$ cat src/rtl/dppr_pkg.sv
// package: constants and carrier types for the digital pin port router
package dppr_pkg;

    // ==========================================================
    // pin population
    localparam int NPIN = 24;
    localparam int NROUTE = 12;
    localparam logic [23:0] PRESENT_MASK = 24'h3F_CFFF;
    localparam logic [23:0] DUAL_MASK = 24'h3F_CFF0;
    localparam int PIN_PB = 0;
    localparam int PIN_OPTICAL_RECEIVE_PIN = 1;
    localparam int PIN_OPTICAL_TRANSMIT_PIN = 2;
    localparam int PIN_DEDICATED = 3;
    localparam int PIN_EE_SCK = 4;
    localparam int PIN_EE_SDA = 5;
    localparam int PIN_ENERGY_PULSE_OUT = 6;
    localparam int PIN_VPULSE = 7;

    // ==========================================================
    // special-function register offsets
    localparam logic [7:0] ADDR_DATA0 = 8'h80;
    localparam logic [7:0] ADDR_DATA1 = 8'h90;
    localparam logic [7:0] ADDR_DIR1 = 8'h91;
    localparam logic [7:0] ADDR_DATA2 = 8'hA0;
    localparam logic [7:0] ADDR_DIR2 = 8'hA1;
    localparam logic [7:0] ADDR_DIR0 = 8'hA2;
    localparam logic [7:0] DIR0_MASK = 8'hFE;
    localparam logic [7:0] DIR1_MASK = 8'hCF;
    localparam logic [7:0] DIR2_MASK = 8'h3F;
    localparam logic [7:0] RST_DATA = 8'h00;
    localparam logic [7:0] RST_DIR = 8'h00;

    // ==========================================================
    // resource selector fields in i/o memory
    localparam logic [15:0] SEL_BASE = 16'h2009;
    localparam logic [15:0] SEL_LAST = 16'h200E;
    localparam int SEL_LO_LSB = 0;
    localparam int SEL_HI_LSB = 4;
    localparam logic [2:0] RST_SEL = 3'h0;
    localparam logic [2:0] RES_NONE = 3'h0;
    localparam logic [2:0] RES_RSVD = 3'h1;
    localparam logic [2:0] RES_T0 = 3'h2;
    localparam logic [2:0] RES_T1 = 3'h3;
    localparam logic [2:0] RES_HI_RISE = 3'h4;
    localparam logic [2:0] RES_LO_RISE = 3'h5;
    localparam logic [2:0] RES_HI_FALL = 3'h6;
    localparam logic [2:0] RES_LO_FALL = 3'h7;

    // ==========================================================
    // carriers
    typedef struct packed {
        logic [7:0] addr;
        logic [7:0] wdata;
        logic we;
        logic re;
    } dppr_sfr_req_t;

    typedef struct packed {
        logic [15:0] addr;
        logic [7:0] wdata;
        logic we;
        logic re;
    } dppr_xram_req_t;

    typedef struct packed {
        logic optical_uart_used;
        logic ee_select;
        logic energy_pulse_enable;
        logic reactive_pulse_enable;
        logic [4:0] segment_count_setting;
    } dppr_cfg_t;

    typedef struct packed {
        logic energy_pulse_out;
        logic reactive_pulse_out;
        logic ee_sck;
        logic ee_sda_out;
        logic ee_sda_oe;
    } dppr_alt_t;

    typedef struct packed {
        logic counter0_clock;
        logic counter1_clock;
        logic high_priority_interrupt;
        logic low_priority_interrupt;
    } dppr_res_t;

endpackage

$ cat src/rtl/dppr_top.sv
// digital pin port: data, direction, alternate functions and routing
//
// Behaviour
// - direction zero input, one drives data
// - pins six, seven carry pulse outputs
// - pins four, five serve serial memory
// - push-button pin never drives
// - optical pins become ports when unused
// - three-bit selectors at 0x2009 to 0x200E
// - selector acts only on general-purpose pins
// - selector codes pick counter clocks, interrupts
// - routing follows real pin level
// - same resource from pins is ORed
// - sixteen general pins plus four extras
// - all pins input after reset
// - segment count decides segment or pin
`timescale 1ns/1ns
module dppr_top
    import dppr_pkg::*;
(
    input wire logic mclk, // system clock, 10 MHz
    input wire logic rst, // async reset, high
    input wire dppr_sfr_req_t sfr, // sfr request
    output logic [7:0] sfr_rdata, // sfr read answer
    input wire dppr_xram_req_t xram, // i/o memory request
    output logic [7:0] xram_rdata, // i/o memory answer
    input wire dppr_cfg_t cfg, // loose configuration bits
    input wire dppr_alt_t alt, // alternate function sources
    input wire logic [NPIN-1:0] pin_in, // pin levels
    output logic [NPIN-1:0] pin_out, // pin drive value
    output logic [NPIN-1:0] pin_oe, // pin drive enable
    output logic [NPIN-1:0] seg_enable, // pin handed to segment driver
    output logic ee_sda_in, // sampled memory data line
    output dppr_res_t res // routed resources
);

    typedef struct packed {
        logic [7:0] data0;
        logic [7:0] data1;
        logic [7:0] data2;
        logic [7:0] dir0;
        logic [7:0] dir1;
        logic [7:0] dir2;
        logic [NPIN-1:0] sample;
        logic [NPIN-1:0] seg;
        logic [NPIN-1:0] out;
        logic [NPIN-1:0] oe;
        logic [NROUTE-1:0] gp;
        logic [7:0] rdata;
        logic sda_in;
    } dppr_top_st_t;

    dppr_top_st_t st_r;
    dppr_top_st_t st_nxt;
    logic [3*NROUTE-1:0] sel;

    // ==========================================================
    // segment allocation: lowest dual pins go to segments first
    function automatic logic [NPIN-1:0] seg_map(input logic [4:0] n);
        logic [4:0] rank;
        rank = 5'h00;
        seg_map = '0;
        for (int i = 0; i < NPIN; i++) begin
            if (DUAL_MASK[i]) begin
                seg_map[i] = (rank < n);
                rank = rank + 5'h01;
            end
        end
    endfunction

    // ==========================================================
    // register access and pin drive
    always_comb begin
        logic [NPIN-1:0] dir_all;
        logic [NPIN-1:0] data_all;
        dir_all = {st_r.dir2, st_r.dir1, st_r.dir0};
        data_all = {st_r.data2, st_r.data1, st_r.data0};
        st_nxt = st_r;
        st_nxt.sample = pin_in & PRESENT_MASK;
        st_nxt.sda_in = st_r.sample[PIN_EE_SDA];
        st_nxt.seg = seg_map(cfg.segment_count_setting);

        if (sfr.we) begin
            if (sfr.addr == ADDR_DATA0) begin
                st_nxt.data0 = sfr.wdata;
            end else if (sfr.addr == ADDR_DATA1) begin
                st_nxt.data1 = sfr.wdata;
            end else if (sfr.addr == ADDR_DATA2) begin
                st_nxt.data2 = sfr.wdata;
            end else if (sfr.addr == ADDR_DIR0) begin
                st_nxt.dir0 = sfr.wdata & DIR0_MASK;
            end else if (sfr.addr == ADDR_DIR1) begin
                st_nxt.dir1 = sfr.wdata & DIR1_MASK;
            end else if (sfr.addr == ADDR_DIR2) begin
                st_nxt.dir2 = sfr.wdata & DIR2_MASK;
            end
        end

        if (sfr.re) begin
            if (sfr.addr == ADDR_DATA0) begin
                st_nxt.rdata = st_r.sample[7:0];
            end else if (sfr.addr == ADDR_DATA1) begin
                st_nxt.rdata = st_r.sample[15:8];
            end else if (sfr.addr == ADDR_DATA2) begin
                st_nxt.rdata = st_r.sample[23:16];
            end else if (sfr.addr == ADDR_DIR0) begin
                st_nxt.rdata = st_r.dir0;
            end else if (sfr.addr == ADDR_DIR1) begin
                st_nxt.rdata = st_r.dir1;
            end else if (sfr.addr == ADDR_DIR2) begin
                st_nxt.rdata = st_r.dir2;
            end else begin
                st_nxt.rdata = 8'h00;
            end
        end

        // plain drive: direction one drives the data bit
        st_nxt.oe = dir_all & PRESENT_MASK & ~st_r.seg;
        st_nxt.out = data_all & st_nxt.oe;
        st_nxt.oe[PIN_PB] = 1'b0;
        st_nxt.out[PIN_PB] = 1'b0;

        // optical pins are ports only while the uart is idle
        if (cfg.optical_uart_used) begin
            st_nxt.oe[PIN_OPTICAL_RECEIVE_PIN] = 1'b0;
            st_nxt.oe[PIN_OPTICAL_TRANSMIT_PIN] = 1'b0;
            st_nxt.out[PIN_OPTICAL_RECEIVE_PIN] = 1'b0;
            st_nxt.out[PIN_OPTICAL_TRANSMIT_PIN] = 1'b0;
        end

        // pulse outputs replace the data bits when declared outputs
        if (st_nxt.oe[PIN_ENERGY_PULSE_OUT] && cfg.energy_pulse_enable) begin
            st_nxt.out[PIN_ENERGY_PULSE_OUT] = alt.energy_pulse_out;
        end
        if (st_nxt.oe[PIN_VPULSE] && cfg.reactive_pulse_enable) begin
            st_nxt.out[PIN_VPULSE] = alt.reactive_pulse_out;
        end

        // serial memory takes pins four and five over entirely
        if (cfg.ee_select) begin
            st_nxt.out[PIN_EE_SCK] = alt.ee_sck;
            st_nxt.oe[PIN_EE_SCK] = 1'b1;
            st_nxt.out[PIN_EE_SDA] = alt.ee_sda_out & alt.ee_sda_oe;
            st_nxt.oe[PIN_EE_SDA] = alt.ee_sda_oe;
        end

        // routable pins: present, not segment, not taken by optical uart or serial memory
        for (int i = 0; i < NROUTE; i++) begin
            st_nxt.gp[i] = PRESENT_MASK[i] & ~st_r.seg[i];
        end
        if (cfg.optical_uart_used) begin
            st_nxt.gp[PIN_OPTICAL_RECEIVE_PIN] = 1'b0;
            st_nxt.gp[PIN_OPTICAL_TRANSMIT_PIN] = 1'b0;
        end
        if (cfg.ee_select) begin
            st_nxt.gp[PIN_EE_SCK] = 1'b0;
            st_nxt.gp[PIN_EE_SDA] = 1'b0;
        end
    end

    always_ff @(posedge mclk or posedge rst) begin
        if (rst) begin
            st_r <= '{data0: RST_DATA, data1: RST_DATA, data2: RST_DATA,
                      dir0: RST_DIR, dir1: RST_DIR, dir2: RST_DIR,
                      default: '0};
        end else begin
            st_r <= st_nxt;
        end
    end

    assign sfr_rdata = st_r.rdata;
    assign pin_out = st_r.out;
    assign pin_oe = st_r.oe;
    assign seg_enable = st_r.seg;
    assign ee_sda_in = st_r.sda_in;

    // ==========================================================
    // selector storage and routing of sampled pin levels
    dppr_selram #(
        .N(NROUTE)
    ) u_selram (
        .mclk(mclk),
        .rst(rst),
        .xram(xram),
        .sel(sel),
        .xram_rdata(xram_rdata)
    );

    dppr_route #(
        .N(NROUTE)
    ) u_route (
        .mclk(mclk),
        .rst(rst),
        .level(st_r.sample[NROUTE-1:0]),
        .gp(st_r.gp),
        .sel(sel),
        .res(res)
    );

    // ==========================================================
    // checks
    logic dir_written_r;

    always_ff @(posedge mclk or posedge rst) begin
        if (rst) begin
            dir_written_r <= 1'b0;
        end else if (sfr.we && (sfr.addr == ADDR_DIR0 || sfr.addr == ADDR_DIR1
                     || sfr.addr == ADDR_DIR2)) begin
            dir_written_r <= 1'b1;
        end
    end
endmodule

$ cat src/rtl/dppr_selram.sv
// resource selector storage in i/o memory
`timescale 1ns/1ns
module dppr_selram
    import dppr_pkg::*;
#(
    parameter int N = NROUTE
) (
    input wire logic mclk, // system clock
    input wire logic rst, // async reset, high
    input wire dppr_xram_req_t xram, // i/o memory request
    output logic [3*N-1:0] sel, // selector fields, 3 bits per pin
    output logic [7:0] xram_rdata // read answer
);

    typedef struct packed {
        logic [3*N-1:0] sel;
        logic [7:0] rdata;
    } dppr_sel_st_t;

    dppr_sel_st_t st_r;
    dppr_sel_st_t st_nxt;

    function automatic logic hit(input logic [15:0] a);
        hit = (a >= SEL_BASE) && (a <= SEL_LAST);
    endfunction

    function automatic int idx(input logic [15:0] a);
        idx = 2 * int'(a - SEL_BASE);
    endfunction

    always_comb begin
        st_nxt = st_r;
        if (xram.we && hit(xram.addr)) begin
            st_nxt.sel[3*idx(xram.addr) +: 3] = xram.wdata[SEL_LO_LSB +: 3];
            st_nxt.sel[3*idx(xram.addr)+3 +: 3] = xram.wdata[SEL_HI_LSB +: 3];
        end
        if (xram.re) begin
            st_nxt.rdata = 8'h00;
            if (hit(xram.addr)) begin
                st_nxt.rdata[SEL_LO_LSB +: 3] = st_r.sel[3*idx(xram.addr) +: 3];
                st_nxt.rdata[SEL_HI_LSB +: 3] = st_r.sel[3*idx(xram.addr)+3 +: 3];
            end
        end
    end

    always_ff @(posedge mclk or posedge rst) begin
        if (rst) begin
            st_r <= '{sel: {N{RST_SEL}}, rdata: 8'h00};
        end else begin
            st_r <= st_nxt;
        end
    end

    assign sel = st_r.sel;
    assign xram_rdata = st_r.rdata;
endmodule

$ cat src/rtl/dppr_route.sv
// routes pin levels to counter clocks and edge interrupts
`timescale 1ns/1ns
module dppr_route
    import dppr_pkg::*;
#(
    parameter int N = NROUTE
) (
    input wire logic mclk, // system clock
    input wire logic rst, // async reset, high
    input wire logic [N-1:0] level, // actual pin levels
    input wire logic [N-1:0] gp, // pin acts as general-purpose
    input wire logic [3*N-1:0] sel, // selector fields
    output dppr_res_t res // routed resources
);

    typedef struct packed {
        logic hi_rise;
        logic hi_fall;
        logic lo_rise;
        logic lo_fall;
        dppr_res_t res;
    } dppr_route_st_t;

    dppr_route_st_t st_r;
    dppr_route_st_t st_nxt;
    logic [7:0] grp;

    // ==========================================================
    // wired-or per resource code
    always_comb begin
        grp = 8'h00;
        for (int i = 0; i < N; i++) begin
            if (gp[i]) begin
                grp[sel[3*i +: 3]] = grp[sel[3*i +: 3]] | level[i];
            end
        end
    end

    always_comb begin
        st_nxt = st_r;
        st_nxt.hi_rise = grp[RES_HI_RISE];
        st_nxt.hi_fall = grp[RES_HI_FALL];
        st_nxt.lo_rise = grp[RES_LO_RISE];
        st_nxt.lo_fall = grp[RES_LO_FALL];
        st_nxt.res.counter0_clock = grp[RES_T0];
        st_nxt.res.counter1_clock = grp[RES_T1];
        st_nxt.res.high_priority_interrupt = (grp[RES_HI_RISE] & ~st_r.hi_rise)
            | (~grp[RES_HI_FALL] & st_r.hi_fall);
        st_nxt.res.low_priority_interrupt = (grp[RES_LO_RISE] & ~st_r.lo_rise)
            | (~grp[RES_LO_FALL] & st_r.lo_fall);
    end

    always_ff @(posedge mclk or posedge rst) begin
        if (rst) begin
            st_r <= '0;
        end else begin
            st_r <= st_nxt;
        end
    end

    assign res = st_r.res;

    // independent view: any general pin at high level that selects counter0
    logic t0_hit;

    always_comb begin
        t0_hit = 1'b0;
        for (int i = 0; i < N; i++) begin
            t0_hit = t0_hit | (gp[i] && (sel[3*i +: 3] == RES_T0) && level[i]);
        end
    end
endmodule

$ cat config.mk
export PLATFORM = sky130hd
export DESIGN_NAME = dppr_top
export DESIGN_NICKNAME = d
export VERILOG_FILES = /design/src/rtl/dppr_pkg.sv /design/src/rtl/dppr_top.sv /design/src/rtl/dppr_selram.sv /design/src/rtl/dppr_route.sv
export SDC_FILE = /design/constraint.sdc
export NUM_CORES = 1
export LEC_CHECK = 0
export ABC_AREA = 1
export BUFFER_PORTS_ARGS = -buffer_cell sky130_fd_sc_hd__buf_2
export CAP_MARGIN = 20
export CORE_ASPECT_RATIO = 1.75
export CORE_MARGIN = 1.5
export CORE_UTILIZATION = 35
export CTS_CLUSTER_SIZE = 10
export DETAILED_ROUTE_END_ITERATION = 10
export MAX_ROUTING_LAYER = met4
export PLACE_DENSITY = 0.6
export SLEW_MARGIN = 30
export SYNTH_ARGS = -nofsm -noshare
export SYNTH_HDL_FRONTEND = slang
export SYNTH_SLANG_ARGS = --single-unit
$ cat constraint.sdc
create_clock -name mclk -period 17.7 [get_ports mclk]
set_clock_uncertainty 0.15 [all_clocks]
set_input_delay 0.885 -clock mclk [delete_from_list [all_inputs] [get_ports mclk]]
set_output_delay 0.885 -clock mclk [all_outputs]
set_load 0.01 [all_outputs]
# Word-level counts from Yosys, hierarchy flattened
# Memories as Yosys holds them, arrays and structs flattened.
# Cells that the tools add are included.
[totals]
register_bits = 196
romBits = 8
inputBits = 84
elab_cells = 233
n_memories = 1
[op_classes]
addsub = 4
multipliers = 1
n_lt_le_gt_ge = 42
eq_ne = 6
shift = 6
mux = 88
n_bitwise = 40
reduce_logical = 22
[memory_table]
columns = ["name", "depth", "word_bits", "read_ports", "rd_ports_with_merged_regs", "wr", "line_no", "rtl"]
rows = [
  ["(name not given)", 8, 1, 1, 0, 0, "dppr_route.sv:34", "grp[sel[3*i +: 3]] = grp[sel[3*i +: 3]] | level[i];"],
]
[ops]
columns = ["operator", "n"]
rows = [
  ["$mux 8", 17],
  ["$bwmux 8", 11],
  ["$bwmux 36", 2],
  ["$shift 3x33->36 const A", 2],
  ["$shiftx 3x33->36", 2],
  ["$shiftx 36x32->3", 2],
  ["$neg 32->33", 2],
  ["$eq 8x8->1 const B", 6],
  ["$lt 3x4->1 const B", 12],
  ["$lt 4x5->1 const A", 8],
  ["$demux 1 s3", 12],
  ["$ge 3x1->1 const B", 12],
  ["$bmux 1 s3", 11],
  ["$add 32x3->32 const B", 1],
  ["$mul 3x31->31 const A", 1],
  ["$mux 1", 26],
  ["$and 22x24->24", 1],
  ["$and 24x24->24", 1],
  ["$not 22->24", 1],
  ["$lt 3x5->1 const A", 4],
  ["$not 1->1", 17],
  ["$sub 16x14->17 const B", 1],
  ["$ge 16x14->1 const B", 1],
  ["$le 16x14->1 const B", 1],
  ["other kinds (15)", 55],
]

# Longest topological paths before layout
[logic_depth]
depth_word = 64
ltp_mapped = 72
ltp_nobuf = 72

# Hierarchy
# A second synthesis with hierarchy kept.
[hier_totals]
cells_unflattened = 2767
area_unflattened_um2 = 16905.0
[modules_own_cells]
columns = ["module", "instances", "cells_per_inst", "area_per_inst_um2", "seq_area_each_um2"]
rows = [
  ["dppr_selram", 1, 1507, 8121.5, 1051.0],
  ["dppr_top", 1, 545, 5530.3, 3278.1],
  ["dppr_route", 1, 715, 3253.1, 200.2],
]

# Least setup slack after synthesis
# No wires, ideal clock.
[synth_path]
path_type = "in2reg"
start = "in xram[10] in the netlist's numbering"
end = "reg u_selram.st_r (netlist bit u_selram.sel[32])"
t_arrival_ps = 7027
t_required_ps = 17430
slack_ps = 10404
path_stages = 47
path_buffers = 5
path_cell_list = "clkbuf_1 inv_1 clkbuf_1 buf_1 ha_1 clkbuf_1 inv_1 clkbuf_1 ha_1 ha_1 inv_1 fa_1 inv_1 nand3_1 nand2_1 nand3_1 nand2_1 a21oi_1 [11 not listed] nor2_1 nor2_1 a2111oi_0 nand3_1 nor2_1 nand2_1 nor2_1 inv_1 nor2_1 inv_1 nor2_1 inv_1 nor2_1 inv_1 a21oi_1 o311ai_0 o21ai_0 inv_1"
[synth_via]
elab_chain_cells = 6
word_cells_on_any_way = 15
cone_classes = "add/sub: 4; mul: 1; order compare: 2; shift: 4; mux: 2; reduce/logical: 2"
[synth_rtl]
columns = ["element", "line_no", "rtl"]
rows = [
  ["start: declaration", "dppr_top.sv:25", "input wire dppr_xram_req_t xram,"],
  ["$sub 16x14->17", "dppr_selram.sv:28", "idx = 2 * int'(a - SEL_BASE);"],
  ["$mul 3x31->31", "dppr_selram.sv:34, dppr_selram.sv:35", ""],
  ["$add 32x3->32 or $neg 32->33 (tied branches)", "dppr_selram.sv:35, dppr_selram.sv:34", ""],
  ["$neg 32->33, or another cell as far along", "dppr_selram.sv:35", "st_nxt.sel[3*idx(xram.addr)+3 +: 3] = xram.wdata[SEL_HI_LSB +: 3];"],
  ["$shiftx 3x33->36, or another cell as far along", "dppr_selram.sv:35", ""],
  ["$bwmux 36", "dppr_selram.sv:35", ""],
  ["end signal: assignment", "dppr_selram.sv:48", "st_r <= '{sel: {N{RST_SEL}}, rdata: 8'h00};"],
  ["end signal: assignment", "dppr_selram.sv:50", "st_r <= st_nxt;"],
  ["end: declaration", "dppr_selram.sv:20", "dppr_sel_st_t st_r;"],
]
# Several ways; a longest one is shown, not always the timed one.
# A chain may end at the register's enable or synchronous reset.

# Worst setup path after layout
[layout_path]
start = "in xram[10] in the netlist's numbering"
end = "reg u_selram.st_r (netlist bit u_selram.sel[11])"
# The elaborated chain is that of the path after synthesis.

==> impl_metrics.ini <==
[timing]
max_freq_mhz = 103
finalCritPeriodShare = 0.548
setup_violations = 0
setup_slack_ns = 8.00
finalHoldViolCount = 0
fin_crit_ns = 9.70
drv_slew = 0
fin_tns_setup_ns = 0
worstMarginPinSlew_ns = 0.948
rsz0062_at_grt = no
final.hold.worst_slack_ns = 0.304
max_slew_margin = 0.367

[finish]
antenna_cells = 0
nNetsFinal = 2427
synthToLayoutAreaGrowth_pct = 9.43
drive_gt1_frac = 0.109
fillers = 4407
finalNonFillerCells = 2871

[clocking]
cts_hold_buf = 0
clk_latency_ns = 0.47
clk_pin_slew_ns = 0.08
cts_tree = done
ctsResizeCount = 0
root_buffer = clkbuf_16
clockBufferDepth = 2
htree_levels = 4
post-cts-setup-buffer-count = 0
clock_sinks = 181
numCtsBuffers = 17

[placement]
place_congestion = 0.989
place_ws_ns = 7.71
portBuffers = 150
hpwl_um = 43800
dpl.cell_count = 2839

[drt]
dr.pass1.iters = 5
wl_um = 55500
drc = 0
wl_per_cell_um = 19.3
ant_nets = 0
via_per_inst = 5.35
via_count = 15400
drtIter0Drc = 1110

[global_routing]
grt_util_all_layers = 0.268
grt_pass1_vias = 14900
grt_max_degree = 103
grt_pass1_wl_um = 83900
antenna_found_initial = 0
grt_overflow = 0

[worst_setup_path]
critPathMaxStageDelay_ns = 1.01
path_max_fanout = 54
worstSetupPathType = input pin to register
cp-end-kind = register
start_kind = input pin
path_common_cell = inv_1
cp.arrival_ns = 9.86
required_ns = 17.86
slowest_stage = ha_1

[synthesis]
synth_top_area_share = 0.310
yosys_warnings = 0
synth.distinct_cells = 55
synth-seq-cells = 181
synth_edf_count = 0
ys.flop_type = dfrtp_1
synth_area_leaders = dfrtp_1 (31%), nand2_1 (12%), nor2_1 (8.1%)
yosysSeqAreaShare = 0.310
yosysMostFrequentCell = nand2_1
synth_common_cells = nand2_1 (484), nor2_1 (314), inv_1 (283), o21ai_0 (208), dfrtp_1 (181)
synth_largest_area_cell = dfrtp_1
syn_inst = 2243
syn-cell-area_um2 = 14600
synth.avg_cell_area_um2 = 6.52
synthArstFlopShare = 1.00

[floorplan]
core_um2 = 41100
num_rows = 98
num_io_pins = 177
die_w_um = 158
die_area_um2 = 43100
start_util = 0.356
die_height_um = 273

[pwr]
peakVddDrop_v = 0.0000715
leakage_nw = 7.63
finalPower_mw = 1.23
power_density_nw_per_um2 = 77.0

[worst_hold_path]
hp-class = register to register

[flow_run]
maxCapViolations = 0

[status]
status = finished, final reports clean
-- flip-flops by register name, summed over array words and instances, names as in the netlist --
register             flops
u_route.st_r             4
pin_out                 19
u_selram.sel            36
sfr_rdata                8
seg_enable              16
u_route.res              4
u_selram.xram_rdata      6
st_r                    67
st_nxt                   1
ee_sda_in                1
pin_oe                  19
-- layout make-up --
cell class	instances	area, um^2	area share
well taps	550	688	0.0430
clock buffers	17	425	0.0266
inverters	299	1130	0.0706
multi-input cells	1648	8220	0.513
repair buffers	161	837	0.0523
flip-flops and latches	181	4530	0.283
clock inverters	15	179	0.0112
-- per-layer routing --
layer	up-vias	part of all wire	track usage
li1	7434	-	-
met1	7170	0.36	0.268
met2	587	0.52	0.474
met3	176	0.042	0.0285
met4	0	0.082	0.205
met5	-	0	-
-- report_power, final --
part           switching [mW]  total [mW]  leakage [nW]  internal (mW)
logic                   0.295       0.396          5.10          0.102
registers             0.00930       0.437          2.25          0.427
clock network           0.209       0.400         0.286          0.191
total                   0.512        1.23          7.63          0.720
-- worst paths after layout --
kind | startpoint | to | slack (ns) | depth (start not counted)
worst min register to register | st_r[136] | pin_oe[3] | 0.30 | 0
max in group asynchronous | rst | st_r[144] | 15.78 | 3
worst min-delay path | st_r[136] | pin_oe[3] | 0.30 | 0
min in group asynchronous | rst | pin_out[15] | 0.38 | 2
worst max register to register | u_selram.sel[4] | u_route.st_r[7] | 9.81 | 68
worst max-delay path | xram[10] | u_selram.sel[11] | 8.00 | 36
-- critical path, delay by kind of cell --
family	cells	cell delay, ns
buf+inv	8	2.06
fa+ha+maj	4	1.98
xor+xnor	1	0.55
simple gates	15	2.04
compound gates	8	2.30
-- placed cells by master (no fill, tap or decap), types with 8 or more instances in the layout --
cell type  instances
nand2_1          483
nor3_1            30
nor4_1            14
conb_1            21
nor2_1           314
o221ai_1           9
clkbuf_16         17
o22ai_1           32
inv_1            282
a221oi_1          11
inv_2             14
buf_2            150
dfrtp_1          181
nand2_2           10
ha_1              34
buf_4             10
or2_2             11
nor3b_1            8
o21ai_0          208
nand3b_1          15
nor2_4            11
a31oi_1            9
a21oi_1          112
nand4_1           33
o211ai_1          19
xor2_1            27
nand3_1          167
-- kinds of logic (layout without fill, tap and decap cells) --
family          count (synthesis)  in the layout  share of synthesized area
fa+ha+maj                      35             35                     0.0305
other cells                     2             21                   0.000513
flops                         181            181                      0.310
buf+inv                       433            492                      0.134
compound gates                442            442                      0.172
xor+xnor                       34             34                     0.0204
mux                             3              3                    0.00205
simple gates                 1113           1113                      0.331
-- per-stage QoR --
step           utilization  instance area, um^2
6_report             0.390                16000
5_1_grt              0.390                16000
4_1_cts              0.390                16000
3_5_place_dp         0.375                15400
3_3_place_gp         0.375                15400
2_1_floorplan            -                14700
Note: power is estimated with default switching activity, not from simulation.
